`src/rtl/soft_serial_pkg.sv`:
```
// Package: constants, register map and carrier types of the software-style serial port
package soft_serial_pkg;

  // ------------------------------------------------------------------
  // Timing
  // ------------------------------------------------------------------
  localparam int unsigned CLK_HZ_INT    = 200_000_000;
  localparam int unsigned CLK_PERIOD_NS = 5;
  localparam int unsigned US_NS         = 1000;
  localparam int unsigned MS_NS         = 1_000_000;
  localparam int unsigned US_CYC        = US_NS / CLK_PERIOD_NS;
  localparam int unsigned MS_CYC        = MS_NS / CLK_PERIOD_NS;
  localparam logic [28:0] CLK_HZ        = 29'(CLK_HZ_INT);
  localparam logic [7:0]  US_PRE_LAST   = 8'(US_CYC - 1);
  localparam logic [3:0]  OS_LAST       = 4'hf;
  localparam logic [3:0]  OS_HALF_LAST  = 4'h7;
  localparam logic [2:0]  BIT_LAST      = 3'h7;

  // ------------------------------------------------------------------
  // Register offsets
  // ------------------------------------------------------------------
  localparam logic [31:0] OFF_CTRL   = 32'h0000_0000;
  localparam logic [31:0] OFF_BAUD   = 32'h0000_0004;
  localparam logic [31:0] OFF_GAP    = 32'h0000_0008;
  localparam logic [31:0] OFF_LIMIT  = 32'h0000_000c;
  localparam logic [31:0] OFF_TXDATA = 32'h0000_0010;
  localparam logic [31:0] OFF_RXDATA = 32'h0000_0014;
  localparam logic [31:0] OFF_STATUS = 32'h0000_0018;
  localparam logic [31:0] OFF_MASK   = 32'h0000_001c;
  localparam logic [31:0] OFF_STATE  = 32'h0000_0020;

  // ------------------------------------------------------------------
  // Field positions and reset values
  // ------------------------------------------------------------------
  localparam int unsigned CTRL_TX_POL  = 0;
  localparam int unsigned CTRL_RX_POL  = 1;
  localparam int unsigned CTRL_TOUT_EN = 2;
  localparam int unsigned CTRL_RX_ARM  = 3;
  localparam int unsigned EV_TX_DONE   = 0;
  localparam int unsigned EV_RX_DONE   = 1;
  localparam int unsigned EV_RX_TOUT   = 2;
  localparam int unsigned EV_RX_FRAME  = 3;
  localparam logic        TX_POL_RST   = 1'b1;
  localparam logic        RX_POL_RST   = 1'b1;
  localparam logic        TOUT_EN_RST  = 1'b0;
  localparam logic [15:0] BAUD_RST     = 16'd9600;
  localparam logic [15:0] GAP_RST      = 16'h0000;
  localparam logic [15:0] LIMIT_RST    = 16'd10000;
  localparam logic [1:0]  RESP_OKAY    = 2'h0;
  localparam logic [1:0]  RESP_SLVERR  = 2'h2;

  // ------------------------------------------------------------------
  // Types
  // ------------------------------------------------------------------
  typedef enum logic [2:0] {
    TX_IDLE  = 3'h0,
    TX_START = 3'h1,
    TX_DATA  = 3'h2,
    TX_STOP  = 3'h3,
    TX_GAP   = 3'h4
  } tx_state_e;

  typedef enum logic [1:0] {
    RX_IDLE  = 2'h0,
    RX_WAIT  = 2'h1,
    RX_START = 2'h2,
    RX_DATA  = 2'h3
  } rx_state_e;

  typedef struct packed {
    logic        awvalid;
    logic [31:0] awaddr;
    logic        wvalid;
    logic [31:0] wdata;
    logic [3:0]  wstrb;
    logic        bready;
    logic        arvalid;
    logic [31:0] araddr;
    logic        rready;
  } axil_req_s;

  typedef struct packed {
    logic        awready;
    logic        wready;
    logic        bvalid;
    logic [1:0]  bresp;
    logic        arready;
    logic        rvalid;
    logic [31:0] rdata;
    logic [1:0]  rresp;
  } axil_rsp_s;

  typedef struct packed {
    logic tout_en;
    logic rx_pol;
    logic tx_pol;
  } ctrl_s;

endpackage : soft_serial_pkg

```
`src/rtl/soft_serial_tx_rx.sv`:
```
// Module: pin-level serial transmitter and receiver with an AXI4-Lite register file
// Behaviour
// - Transmit polarity selectable, one is inverted, default inverted
// - Receive polarity selectable separately, default inverted
// - One baud setting 0..65535 for both, default 9600
// - Standard rates 300 to 19200 are generated
// - Fast clock reaches at least 38400 baud
// - Idle gap 0..65535 us after each character
// - Start wait counts milliseconds, expiry flags timeout
// - Timeout disabled means waiting forever
// - Start wait limit defaults to 10000 ms
`timescale 1ns/1ps
`default_nettype none

module soft_serial_tx_rx #(
  parameter int unsigned MS_CYCLES = soft_serial_pkg::MS_CYC
) (
  // Clock and reset
  input  wire logic                        aclk,
  input  wire logic                        aresetn,
  // Register bus
  input  wire soft_serial_pkg::axil_req_s  axil_req,
  output var  soft_serial_pkg::axil_rsp_s  axil_rsp,
  // Serial pins
  output logic                             tx_line_pin,
  input  wire logic                        rx_line_pin,
  // Interrupt
  output logic                             irq
);

  localparam logic [17:0] MS_PRE_LAST = 18'(MS_CYCLES - 1);
  // ------------------------------------------------------------------
  // State
  // ------------------------------------------------------------------
  typedef struct packed {
    soft_serial_pkg::axil_rsp_s rsp;
    logic                       aw_have;
    logic [31:0]                aw_addr;
    logic                       w_have;
    logic [31:0]                w_data;
    logic [3:0]                 w_strb;
    soft_serial_pkg::ctrl_s     ctrl;
    logic [15:0]                baud;
    logic [15:0]                gap_us;
    logic [15:0]                limit_ms;
    logic [3:0]                 status;
    logic [3:0]                 mask;
    logic                       irq;
    logic [27:0]                acc;
    logic                       tick;
    soft_serial_pkg::tx_state_e tx_st;
    logic [7:0]                 tx_sh;
    logic [3:0]                 tx_os;
    logic [2:0]                 tx_bit;
    logic [7:0]                 us_pre;
    logic [15:0]                gap_cnt;
    logic                       tx_line;
    logic                       rx_s1;
    logic                       rx_s2;
    soft_serial_pkg::rx_state_e rx_st;
    logic [7:0]                 rx_sh;
    logic [3:0]                 rx_os;
    logic [2:0]                 rx_bit;
    logic                       rx_stop;
    logic [17:0]                ms_pre;
    logic [15:0]                ms_cnt;
    logic [7:0]                 rx_data;
  } state_s;

  state_s      st;
  state_s      n;
  logic [3:0]  clr;
  logic [3:0]  set;
  logic        tx_load;
  logic        rx_arm;
  logic        rxn;
  logic        lvl;
  logic [28:0] sum;

  function automatic logic [31:0] wmerge(input logic [31:0] old, input logic [31:0] d,
                                         input logic [3:0] strb);
    logic [31:0] m;
    m = {{8{strb[3]}}, {8{strb[2]}}, {8{strb[1]}}, {8{strb[0]}}};
    return (old & ~m) | (d & m);
  endfunction : wmerge

  function automatic logic mapped(input logic [31:0] a);
    return (a[1:0] == 2'h0) && (a <= soft_serial_pkg::OFF_STATE);
  endfunction : mapped
  // ------------------------------------------------------------------
  // Next state
  // ------------------------------------------------------------------
  always_comb begin
    n       = st;
    clr     = 4'h0;
    set     = 4'h0;
    tx_load = 1'b0;
    rx_arm  = 1'b0;
    lvl     = 1'b1;
    // Register bus: address and data taken in either order
    if (axil_req.awvalid && st.rsp.awready) begin
      n.aw_have = 1'b1;
      n.aw_addr = axil_req.awaddr;
    end
    if (axil_req.wvalid && st.rsp.wready) begin
      n.w_have = 1'b1;
      n.w_data = axil_req.wdata;
      n.w_strb = axil_req.wstrb;
    end
    if (st.rsp.bvalid && axil_req.bready) begin
      n.rsp.bvalid = 1'b0;
    end
    if (st.aw_have && st.w_have && !st.rsp.bvalid) begin
      n.aw_have    = 1'b0;
      n.w_have     = 1'b0;
      n.rsp.bvalid = 1'b1;
      n.rsp.bresp  = mapped(st.aw_addr) ? soft_serial_pkg::RESP_OKAY
                                        : soft_serial_pkg::RESP_SLVERR;
      if (st.aw_addr == soft_serial_pkg::OFF_CTRL) begin
        n.ctrl = 3'(wmerge({29'h0, st.ctrl}, st.w_data, st.w_strb));
        rx_arm = st.w_strb[0] && st.w_data[soft_serial_pkg::CTRL_RX_ARM];
      end else if (st.aw_addr == soft_serial_pkg::OFF_BAUD) begin
        n.baud = 16'(wmerge({16'h0, st.baud}, st.w_data, st.w_strb));
      end else if (st.aw_addr == soft_serial_pkg::OFF_GAP) begin
        n.gap_us = 16'(wmerge({16'h0, st.gap_us}, st.w_data, st.w_strb));
      end else if (st.aw_addr == soft_serial_pkg::OFF_LIMIT) begin
        n.limit_ms = 16'(wmerge({16'h0, st.limit_ms}, st.w_data, st.w_strb));
      end else if (st.aw_addr == soft_serial_pkg::OFF_TXDATA) begin
        tx_load = st.w_strb[0];
      end else if (st.aw_addr == soft_serial_pkg::OFF_STATUS) begin
        clr = st.w_strb[0] ? st.w_data[3:0] : 4'h0;
      end else if (st.aw_addr == soft_serial_pkg::OFF_MASK) begin
        n.mask = 4'(wmerge({28'h0, st.mask}, st.w_data, st.w_strb));
      end
    end
    if (st.rsp.rvalid && axil_req.rready) begin
      n.rsp.rvalid = 1'b0;
    end
    if (axil_req.arvalid && st.rsp.arready) begin
      n.rsp.rvalid = 1'b1;
      n.rsp.rresp  = mapped(axil_req.araddr) ? soft_serial_pkg::RESP_OKAY
                                             : soft_serial_pkg::RESP_SLVERR;
      n.rsp.rdata  = 32'h0;
      if (axil_req.araddr == soft_serial_pkg::OFF_CTRL) begin
        n.rsp.rdata = {29'h0, st.ctrl};
      end else if (axil_req.araddr == soft_serial_pkg::OFF_BAUD) begin
        n.rsp.rdata = {16'h0, st.baud};
      end else if (axil_req.araddr == soft_serial_pkg::OFF_GAP) begin
        n.rsp.rdata = {16'h0, st.gap_us};
      end else if (axil_req.araddr == soft_serial_pkg::OFF_LIMIT) begin
        n.rsp.rdata = {16'h0, st.limit_ms};
      end else if (axil_req.araddr == soft_serial_pkg::OFF_RXDATA) begin
        n.rsp.rdata = {24'h0, st.rx_data};
      end else if (axil_req.araddr == soft_serial_pkg::OFF_STATUS) begin
        n.rsp.rdata = {28'h0, st.status};
      end else if (axil_req.araddr == soft_serial_pkg::OFF_MASK) begin
        n.rsp.rdata = {28'h0, st.mask};
      end else if (axil_req.araddr == soft_serial_pkg::OFF_STATE) begin
        n.rsp.rdata = {29'h0, st.rx_st != soft_serial_pkg::RX_IDLE && st.rx_st !=
                       soft_serial_pkg::RX_WAIT, st.rx_st == soft_serial_pkg::RX_WAIT,
                       st.tx_st != soft_serial_pkg::TX_IDLE};
      end
    end

    // ------------------------------------------------------------------
    // Oversampling tick at sixteen times the baud rate
    // ------------------------------------------------------------------
    // A phase accumulator avoids a divider; rate error stays below one clock
    sum    = {1'b0, st.acc} + {9'h0, st.baud, 4'h0};
    n.tick = sum >= soft_serial_pkg::CLK_HZ;
    n.acc  = n.tick ? 28'(sum - soft_serial_pkg::CLK_HZ) : sum[27:0];

    // ------------------------------------------------------------------
    // Transmitter
    // ------------------------------------------------------------------
    n.tx_os = st.tick ? st.tx_os + 4'h1 : st.tx_os;
    case (st.tx_st)
      soft_serial_pkg::TX_IDLE: begin
        if (tx_load) begin
          n.tx_sh = st.w_data[7:0];
          n.tx_os = 4'h0;
          n.tx_st = soft_serial_pkg::TX_START;
        end
      end
      soft_serial_pkg::TX_START: begin
        if (st.tick && st.tx_os == soft_serial_pkg::OS_LAST) begin
          n.tx_bit = 3'h0;
          n.tx_st  = soft_serial_pkg::TX_DATA;
        end
      end
      soft_serial_pkg::TX_DATA: begin
        if (st.tick && st.tx_os == soft_serial_pkg::OS_LAST) begin
          n.tx_sh  = {1'b0, st.tx_sh[7:1]};
          n.tx_bit = st.tx_bit + 3'h1;
          if (st.tx_bit == soft_serial_pkg::BIT_LAST) begin
            n.tx_st = soft_serial_pkg::TX_STOP;
          end
        end
      end
      soft_serial_pkg::TX_STOP: begin
        if (st.tick && st.tx_os == soft_serial_pkg::OS_LAST) begin
          n.us_pre  = 8'h0;
          n.gap_cnt = 16'h0;
          if (st.gap_us == 16'h0) begin
            n.tx_st = soft_serial_pkg::TX_IDLE;
            set[soft_serial_pkg::EV_TX_DONE] = 1'b1;
          end else begin
            n.tx_st = soft_serial_pkg::TX_GAP;
          end
        end
      end
      default: begin
        // Greater-or-equal so a gap_us lowered mid-gap cannot strand the gap
        n.us_pre = st.us_pre == soft_serial_pkg::US_PRE_LAST ? 8'h0 : st.us_pre + 8'h1;
        if (st.us_pre == soft_serial_pkg::US_PRE_LAST) begin
          n.gap_cnt = st.gap_cnt + 16'h1;
          if (n.gap_cnt >= st.gap_us) begin
            n.tx_st = soft_serial_pkg::TX_IDLE;
            set[soft_serial_pkg::EV_TX_DONE] = 1'b1;
          end
        end
      end
    endcase
    case (n.tx_st)
      soft_serial_pkg::TX_START: lvl = 1'b0;
      soft_serial_pkg::TX_DATA:  lvl = n.tx_sh[0];
      default:                   lvl = 1'b1;
    endcase
    n.tx_line = lvl ^ n.ctrl.tx_pol;

    // ------------------------------------------------------------------
    // Receiver
    // ------------------------------------------------------------------
    n.rx_s1 = rx_line_pin;
    n.rx_s2 = st.rx_s1;
    rxn     = st.rx_s2 ^ st.ctrl.rx_pol;
    n.rx_os = st.tick ? st.rx_os + 4'h1 : st.rx_os;
    case (st.rx_st)
      soft_serial_pkg::RX_IDLE: begin
        if (rx_arm) begin
          n.ms_pre = 18'h0;
          n.ms_cnt = 16'h0;
          n.rx_st  = soft_serial_pkg::RX_WAIT;
        end
      end
      soft_serial_pkg::RX_WAIT: begin
        n.ms_pre = st.ms_pre == MS_PRE_LAST ? 18'h0 : st.ms_pre + 18'h1;
        if (st.ms_pre == MS_PRE_LAST) begin
          n.ms_cnt = st.ms_cnt + 16'h1;
        end
        if (!rxn) begin
          n.rx_os = 4'h0;
          n.rx_st = soft_serial_pkg::RX_START;
        end else if (st.ctrl.tout_en && st.ms_cnt >= st.limit_ms) begin
          n.rx_st = soft_serial_pkg::RX_IDLE;
          set[soft_serial_pkg::EV_RX_TOUT] = 1'b1;
        end
      end
      soft_serial_pkg::RX_START: begin
        if (st.tick && st.rx_os == soft_serial_pkg::OS_HALF_LAST) begin
          n.rx_os  = 4'h0;
          n.rx_bit = 3'h0;
          // A start shorter than half a bit is a glitch: keep waiting
          n.rx_st  = rxn ? soft_serial_pkg::RX_WAIT : soft_serial_pkg::RX_DATA;
        end
      end
      default: begin
        if (st.tick && st.rx_os == soft_serial_pkg::OS_LAST && st.rx_stop) begin
          n.rx_stop = 1'b0;
          n.rx_data = st.rx_sh;
          n.rx_st   = soft_serial_pkg::RX_IDLE;
          set[soft_serial_pkg::EV_RX_DONE]  = 1'b1;
          set[soft_serial_pkg::EV_RX_FRAME] = !rxn;
        end else if (st.tick && st.rx_os == soft_serial_pkg::OS_LAST) begin
          n.rx_bit  = st.rx_bit + 3'h1;
          n.rx_stop = st.rx_bit == soft_serial_pkg::BIT_LAST;
          n.rx_sh   = {rxn, st.rx_sh[7:1]};
        end
      end
    endcase
    n.status = (st.status & ~clr) | set;
    n.irq    = |(n.status & n.mask);
    n.rsp.arready = !n.rsp.rvalid;
    n.rsp.awready = !n.aw_have && !n.rsp.bvalid;
    n.rsp.wready  = !n.w_have && !n.rsp.bvalid;
  end
  always_ff @(posedge aclk) begin
    if (!aresetn) begin
      st <= '{ctrl: '{tout_en: soft_serial_pkg::TOUT_EN_RST,
                      rx_pol: soft_serial_pkg::RX_POL_RST,
                      tx_pol: soft_serial_pkg::TX_POL_RST},
              baud: soft_serial_pkg::BAUD_RST,
              gap_us: soft_serial_pkg::GAP_RST,
              limit_ms: soft_serial_pkg::LIMIT_RST,
              tx_st: soft_serial_pkg::TX_IDLE,
              rx_st: soft_serial_pkg::RX_IDLE,
              default: '0};
    end else begin
      st <= n;
    end
  end
  assign axil_rsp    = st.rsp;
  assign tx_line_pin = st.tx_line;
  assign irq         = st.irq;
  // ------------------------------------------------------------------
  // Checks
  // ------------------------------------------------------------------
  chk_tx_pol_default: assert property (@(posedge aclk) disable iff (!aresetn)
    $past(!aresetn) |-> st.ctrl.tx_pol && !tx_line_pin) else $error("tx polarity not inverted");
  chk_rx_pol_default: assert property (@(posedge aclk) disable iff (!aresetn)
    $past(!aresetn) |-> st.ctrl.rx_pol) else $error("rx polarity not inverted");
  chk_baud_default: assert property (@(posedge aclk) disable iff (!aresetn)
    $past(!aresetn) |-> st.baud == 16'd9600) else $error("baud default wrong");
  chk_tick_cause: assert property (@(posedge aclk) disable iff (!aresetn)
    st.tick |-> $past(st.baud) != 16'h0) else $error("tick without baud");
  chk_acc_range: assert property (@(posedge aclk) disable iff (!aresetn)
    {1'b0, st.acc} < soft_serial_pkg::CLK_HZ) else $error("accumulator overrun");
  chk_gap_entry: assert property (@(posedge aclk) disable iff (!aresetn)
    st.tx_st == soft_serial_pkg::TX_STOP ##1 st.tx_st == soft_serial_pkg::TX_GAP
    |-> st.gap_us != 16'h0 && st.gap_cnt == 16'h0) else $error("gap entered wrongly");
  chk_timeout_flag: assert property (@(posedge aclk) disable iff (!aresetn)
    st.rx_st == soft_serial_pkg::RX_WAIT && rxn && st.ctrl.tout_en &&
    st.ms_cnt >= st.limit_ms |=> st.rx_st == soft_serial_pkg::RX_IDLE &&
    st.status[soft_serial_pkg::EV_RX_TOUT]) else $error("timeout not flagged");
  chk_wait_forever: assert property (@(posedge aclk) disable iff (!aresetn)
    st.rx_st == soft_serial_pkg::RX_WAIT && !st.ctrl.tout_en && rxn
    |=> st.rx_st == soft_serial_pkg::RX_WAIT) else $error("wait abandoned");
  chk_limit_default: assert property (@(posedge aclk) disable iff (!aresetn)
    $past(!aresetn) |-> st.limit_ms == 16'd10000) else $error("limit default wrong");
  chk_start_level: assert property (@(posedge aclk) disable iff (!aresetn)
    st.tx_st == soft_serial_pkg::TX_START |-> tx_line_pin == st.ctrl.tx_pol)
    else $error("start bit level wrong");
  chk_mid_sample: assert property (@(posedge aclk) disable iff (!aresetn)
    st.rx_st == soft_serial_pkg::RX_DATA && st.tick && st.rx_os == 4'hf && !st.rx_stop
    |=> st.rx_sh[7] == $past(rxn)) else $error("bit not sampled");
endmodule : soft_serial_tx_rx
`default_nettype wire

```
`config.mk`:
```
export PLATFORM = sky130hd
export DESIGN_NAME = soft_serial_tx_rx
export DESIGN_NICKNAME = d
export VERILOG_FILES = /design/src/rtl/soft_serial_pkg.sv /design/src/rtl/soft_serial_tx_rx.sv
export SDC_FILE = /design/constraint.sdc
export NUM_CORES = 1
export LEC_CHECK = 0
export BUFFER_PORTS_ARGS = -buffer_cell sky130_fd_sc_hd__buf_2
export CORE_ASPECT_RATIO = 2
export CORE_MARGIN = 2
export CORE_UTILIZATION = 40
export CTS_CLUSTER_SIZE = 40
export DETAILED_ROUTE_END_ITERATION = 10
export PLACE_DENSITY = 0.6
export SKIP_LAST_GASP = 1
export SLEW_MARGIN = 20
export SYNTH_ARGS = -nofsm -noshare
export SYNTH_HDL_FRONTEND = slang
export SYNTH_SLANG_ARGS = --single-unit
```
`constraint.sdc`:
```
create_clock -name aclk -period 4 [get_ports aclk]
set_input_delay 0.4 -clock aclk [delete_from_list [all_inputs] [get_ports aclk]]
set_output_delay 0.4 -clock aclk [all_outputs]
set_load 0.05 [all_outputs]
```
### Yosys cells after proc, flatten, opt, wreduce, memory -nomap -nowiden

Cells that the tools add are included.

* eq/ne operators: 37
* add/sub/neg operators: 10
* reduce and logical (&&, ||, !) cells: 59
* multiplexer cells: 102
* magnitude comparators: 5
* bitwise gates (word level): 25

Operators with widths (number)
* $eq A32 B5 Y1 const B: 6
* $mux W16: 10
* $eq A32 B4 Y1 const B: 4
* $mux W4: 23
* $pmux W34 S2: 1
* $and A16 B16 Y16: 4
* $eq A32 B3 Y1 const B: 2
* $le A32 B6 Y1 const B: 2
* $logic_not A32 Y1: 2
* $mux W49: 1
* $mux W48: 1
* $or A16 B16 Y16: 3
* $pmux W24 S2: 1
* $mux W37: 1
* $mux W35: 1
* $mux W34: 1
* $mux W3: 11
* $mux W33: 1
* $add A16 B1 Y16 const B: 2
* $eq A32 B6 Y1 const B: 1
* $ge A16 B16 Y1: 2
* $mux W32: 1
* $add A28 B20 Y29: 1
* $ge A29 B28 Y1 const B: 1
* 55 further kinds: 155

* flip-flop bits (word level): 305
* word-level logic and storage cells: 280

### Depth between registers and ports, before layout

* word-level depth: 13
* mapped depth: 14

### Worst setup path after synthesis

Ideal clock, no wire load.

* path kind: register to register
* start: reg (tool-made name)
* end: reg st[127] (netlist name)
* arrival time: 3.315 ns
* required time: 3.870 ns
* stages on the path, launching flop included: 14
* path buffers: 1
* clock period less this slack: 3.445 ns
* slack: 0.555 ns
* setup time: 0.130 ns
* path through: dfxtp_1 -> ha_1 -> fa_1 -> a211o_1 -> a211oi_1 -> o21ai_0 -> a211o_1 -> a22oi_1 -> o2111ai_1 -> a41oi_1 -> o41a_1 -> buf_2 -> o21ai_1 -> nor3b_1

RTL lines
* end signal, assigned: line soft_serial_tx_rx.sv:289 `st <= '{ctrl: '{tout_en: soft_serial_pkg::TOUT_EN_RST,`
* end signal, assigned: line soft_serial_tx_rx.sv:299 `st <= n;`
* end, declared: line soft_serial_tx_rx.sv:70 `state_s st;`

==> results_tabular.tex <==
\begin{tabular}{lr}
\hline
Metric & Value \\
\hline
\multicolumn{2}{l}{\textbf{Run status}} \\
\quad Status & finished clean \\
\multicolumn{2}{l}{\textbf{Placement}} \\
\quad Final HPWL DP & 30150 µm \\
\quad Count of input and output buffers & 114 \\
\quad Weighted congestion at the end of routability-driven global placement & 0.9177 \\
\multicolumn{2}{l}{\textbf{Timing}} \\
\quad Final clock period utilization by the worst path & 0.9632 \\
\quad Max Clock Freq & 0.2596 GHz \\
\quad Final period demand of the worst path & 3.853 ns \\
\quad Setup total negative slack & 0 ns \\
\quad Final Hold Violating Endpoints & 0 \\
\quad Setup Skew & 0.01851 ns \\
\quad Worst slew margin & 0.3367 \\
\quad Total setup violations reported at the end of the flow & 0 \\
\quad RSZ-0062 raised after global routing & false \\
\quad Worst-margin pin slew & 0.9926 ns \\
\quad Max-slew violation total from the final report & 0 \\
\quad Worst hold slack & 0.07681 ns \\
\multicolumn{2}{l}{\textbf{Global route}} \\
\quad Congestion Overflow GR & 0 \\
\quad Overall routing resource usage & 0.2193 \\
\quad Via count of the first global-routing pass & 12120 \\
\quad Initial antenna violation count & 0 \\
\quad First-pass GRT wire length & 62090 µm \\
\quad Maximum number of pins on one net before global-route repair & 54 \\
\multicolumn{2}{l}{\textbf{Floorplan}} \\
\quad Die Height & 263.9 µm \\
\quad Starting density of the core & 0.4045 \\
\quad Number of I/O pins & 151 \\
\quad Core Box Area & 0.03340 mm² \\
\quad Horiz. Die Dim & 134.0 µm \\
\quad Site row count & 95 \\
\quad Total die area & 0.03535 mm² \\
\multicolumn{2}{l}{\textbf{Route}} \\
\quad Count of routing violations after the opening detailed-route iteration & 536 \\
\quad Overall routed net length & 38650 µm \\
\quad Detail-routed via count per cell & 5.462 \\
\quad Final routed wire length divided by cell count & 17.48 µm \\
\quad Detailed-route DRC error count & 0 \\
\quad Total number of vias & 12080 \\
\quad First-pass DRT Iterations & 6 \\
\quad Remaining number of nets flagged by the antenna check after routing & 0 \\
\multicolumn{2}{l}{\textbf{Critical path}} \\
\quad Bufs and invs on worst path & 0 \\
\quad Worst Setup EP & st[122] \\
\quad Worst endpoint required time & 4.47 ns \\
\quad Crit-path leading delay family & compound AO/OA/AOI/OAI gates \\
\quad Cell depth of the worst setup path & 11 \\
\quad Slowest stage delay, CP & 0.60 ns \\
\quad Nature of the critical path startpoint & flop \\
\quad Max stage delay cell, worst path & sky130\_fd\_sc\_hd\_\_o41a\_1 \\
\quad Data arrival at the endpoint of the critical path & 4.33 ns \\
\quad Reg-to-reg slack, setup & 0.15 ns \\
\quad Capture point of the worst reg-to-reg path & st[122] \\
\quad Setup CP Type & reg -> reg \\
\quad Reg2Reg Depth & 11 \\
\quad Cell breakdown of the critical path & ha\_1 > and2\_1 > a221o\_1 > o21ai\_0 > a21o\_1 > nand2\_1 > xor2\_1 > a41oi\_2 > o41a\_1 > or4\_1 > o21ai\_1 \\
\quad Max Fanout on Critical Path & 7 \\
\quad Setup crit end kind & flop \\
\multicolumn{2}{l}{\textbf{Finish}} \\
\quad Most used cells in the layout excluding fill and tap cells & sky130\_fd\_sc\_hd\_\_nand2\_1, sky130\_fd\_sc\_hd\_\_dfxtp\_1, sky130\_fd\_sc\_hd\_\_nor2\_1 \\
\quad Count of filler cells inserted in the layout & 3382 \\
\quad Post-layout nets & 1929 \\
\quad Most frequent standard cell in the layout excluding fill and tap cells & sky130\_fd\_sc\_hd\_\_nand2\_1 \\
\quad Signed area change from the synthesized netlist to the final layout & 13.87\% \\
\quad N\_diodes & 0 \\
\quad Fraction of final layout cells sized beyond drive strength 1 & 0.1301 \\
\multicolumn{2}{l}{\textbf{Clock network}} \\
\quad Clock root buffer master & sky130\_fd\_sc\_hd\_\_clkbuf\_16 \\
\quad Register clock-pin slew on the reported worst setup and hold paths & 0.06 ns \\
\quad Number of sinks on the clock net & 265 \\
\quad Largest buffer count on any clock path & 3 \\
\quad Maximum level of the CTS H-tree & 1 \\
\quad Number of buffers inserted during clock tree synthesis & 26 \\
\quad Worst-skew pair later-pin latency & 0.56 ns \\
\quad CTS tree & done \\
\quad Post-CTS Hold Fix Bufs & 0 \\
\multicolumn{2}{l}{\textbf{Power}} \\
\quad Leakage component of the power & 6.337 nW \\
\quad Power per cell area & 376.0 mW/mm² \\
\quad Worst ir drop on vdd & 0.4055 mV \\
\multicolumn{2}{l}{\textbf{Logic synthesis}} \\
\quad Cell area after synthesis & 0.01351 mm² \\
\quad Flops \& latches, synth & 265 \\
\quad Number of synthesized flops with an enable pin & 0 \\
\quad Top FF cell, synth & sky130\_fd\_sc\_hd\_\_dfxtp\_1 \\
\quad Sequential area share after synthesis & 0.3927 \\
\quad Number of standard cells after synthesis & 1663 \\
\quad Yosys warning count & 0 \\
\quad Unique cell type count in the Yosys netlist & 82 \\
\quad Share of synthesized flip-flops with an asynchronous set or reset & 0 \\
\quad Avg Cell Area, Syn & 8.124 µm² \\
\multicolumn{2}{l}{\textbf{Hold path}} \\
\quad Min-Delay Path Class & in -> reg \\
\multicolumn{2}{l}{\textbf{Run}} \\
\quad Max-Cap Viols & 0 \\
\hline
\end{tabular}
layer usage:
layer	wire length, µm	global-route usage	up-vias
met5	0	0	-
met4	2281	0.1121	0
met3	1230	0.02476	103
met2	21210	0.4351	270
met1	13920	0.2175	5721
li1	-	-	5982
worst min path at each step:
stage,from,endpoint,cells after the start
after floorplan,n[60],st[60],1
after global placement,n[60],st[60],1
after detailed placement,n[60],st[60],1
after CTS,axil_req[79],st[238],3
after global routing,axil_req[46],st[205],3
final,axil_req[82],st[241],3
through the flow:
stage          setup slack, ns  power, mW  cell area [µm²]    util  cells
3_3_place_gp           0.06964      3.377            14480  0.4335   2164
2_1_floorplan           0.5549      3.209            13570       -   1680
5_1_grt               0.001480      6.019            15380  0.4606   2211
3_5_place_dp           0.01882      3.385            14480  0.4335   2164
4_1_cts              0.0005702      5.839            15320  0.4587   2210
6_report                0.1473      5.784            15380  0.4606   2211
layout make-up:
| class | instances | area (µm²) | area share |
|---|---|---|---|
| Inverter | 51 | 193.9 | 0.01261 |
| Timing Repair Buffer | 169 | 987.2 | 0.06417 |
| Multi-Input combinational cell | 1244 | 7512 | 0.4883 |
| Clock inverter | 5 | 63.81 | 0.004148 |
| Clock buffer | 41 | 777.0 | 0.05050 |
| Tap cell | 436 | 545.5 | 0.03546 |
| Sequential cell | 265 | 5305 | 0.3448 |
kinds of logic (layout without fill, tap and decap cells):
family          Yosys count  count (layout)  share of synthesized area
buf+inv                 171             266                    0.06001
other cells               1              18                  0.0002776
fa+ha+maj                64              64                    0.05983
mux                      54              54                    0.04112
compound gates          365             365                     0.1740
simple gates            677             677                     0.2293
flops                   265             265                     0.3927
xor+xnor                 66              66                    0.04279
cells in the mapped netlist, types with 9 or more instances:
cell type	n	area (µm²)
sky130_fd_sc_hd__nand4_1	28	175.2
sky130_fd_sc_hd__inv_1	50	187.7
sky130_fd_sc_hd__nor4_1	22	137.6
sky130_fd_sc_hd__a222oi_1	10	100.1
sky130_fd_sc_hd__o21ai_0	56	280.3
sky130_fd_sc_hd__a21o_1	23	172.7
sky130_fd_sc_hd__a211oi_1	17	127.6
sky130_fd_sc_hd__nor3_1	27	135.1
sky130_fd_sc_hd__nor2_1	175	656.9
sky130_fd_sc_hd__or3_1	17	106.4
sky130_fd_sc_hd__a21oi_1	156	780.8
sky130_fd_sc_hd__and3_1	25	156.4
sky130_fd_sc_hd__a22oi_1	13	97.59
sky130_fd_sc_hd__nor2b_1	9	56.30
sky130_fd_sc_hd__and2_1	18	112.6
sky130_fd_sc_hd__ha_1	63	788.3
sky130_fd_sc_hd__clkbuf_1	68	255.2
sky130_fd_sc_hd__nand2b_1	12	75.07
sky130_fd_sc_hd__buf_4	42	315.3
sky130_fd_sc_hd__dfxtp_1	265	5305
sky130_fd_sc_hd__nand3_1	44	220.2
sky130_fd_sc_hd__a32o_1	11	110.1
sky130_fd_sc_hd__nand2_1	266	998.5
sky130_fd_sc_hd__a31oi_1	9	56.30
sky130_fd_sc_hd__mux2i_1	51	510.5
sky130_fd_sc_hd__xor2_1	43	376.6
sky130_fd_sc_hd__xnor2_1	23	201.4
where the power goes:
group / leakage [nW] / internal [mW] / switching [mW]
Combinational: 3.78 / 0.204 / 0.395
Clock: 0.409 / 1.39 / 1.05
Sequential: 2.15 / 2.70 / 0.0433
tightest hold or removal path: stages:
cell and delay, ns:
sky130_fd_sc_hd__buf_2 0.09, sky130_fd_sc_hd__nand2_1 0.04, sky130_fd_sc_hd__a21oi_1 0.05
timing repair:
| item | CTS | global route |
|---|---|---|
| endpoints found under the setup margin | 0 | 18 |
| setup buffers | 0 | 1 |
| hold endpoints to repair | 0 | 0 |
| resized for setup | 0 | 12 |
(Power assumes the default switching activity.)
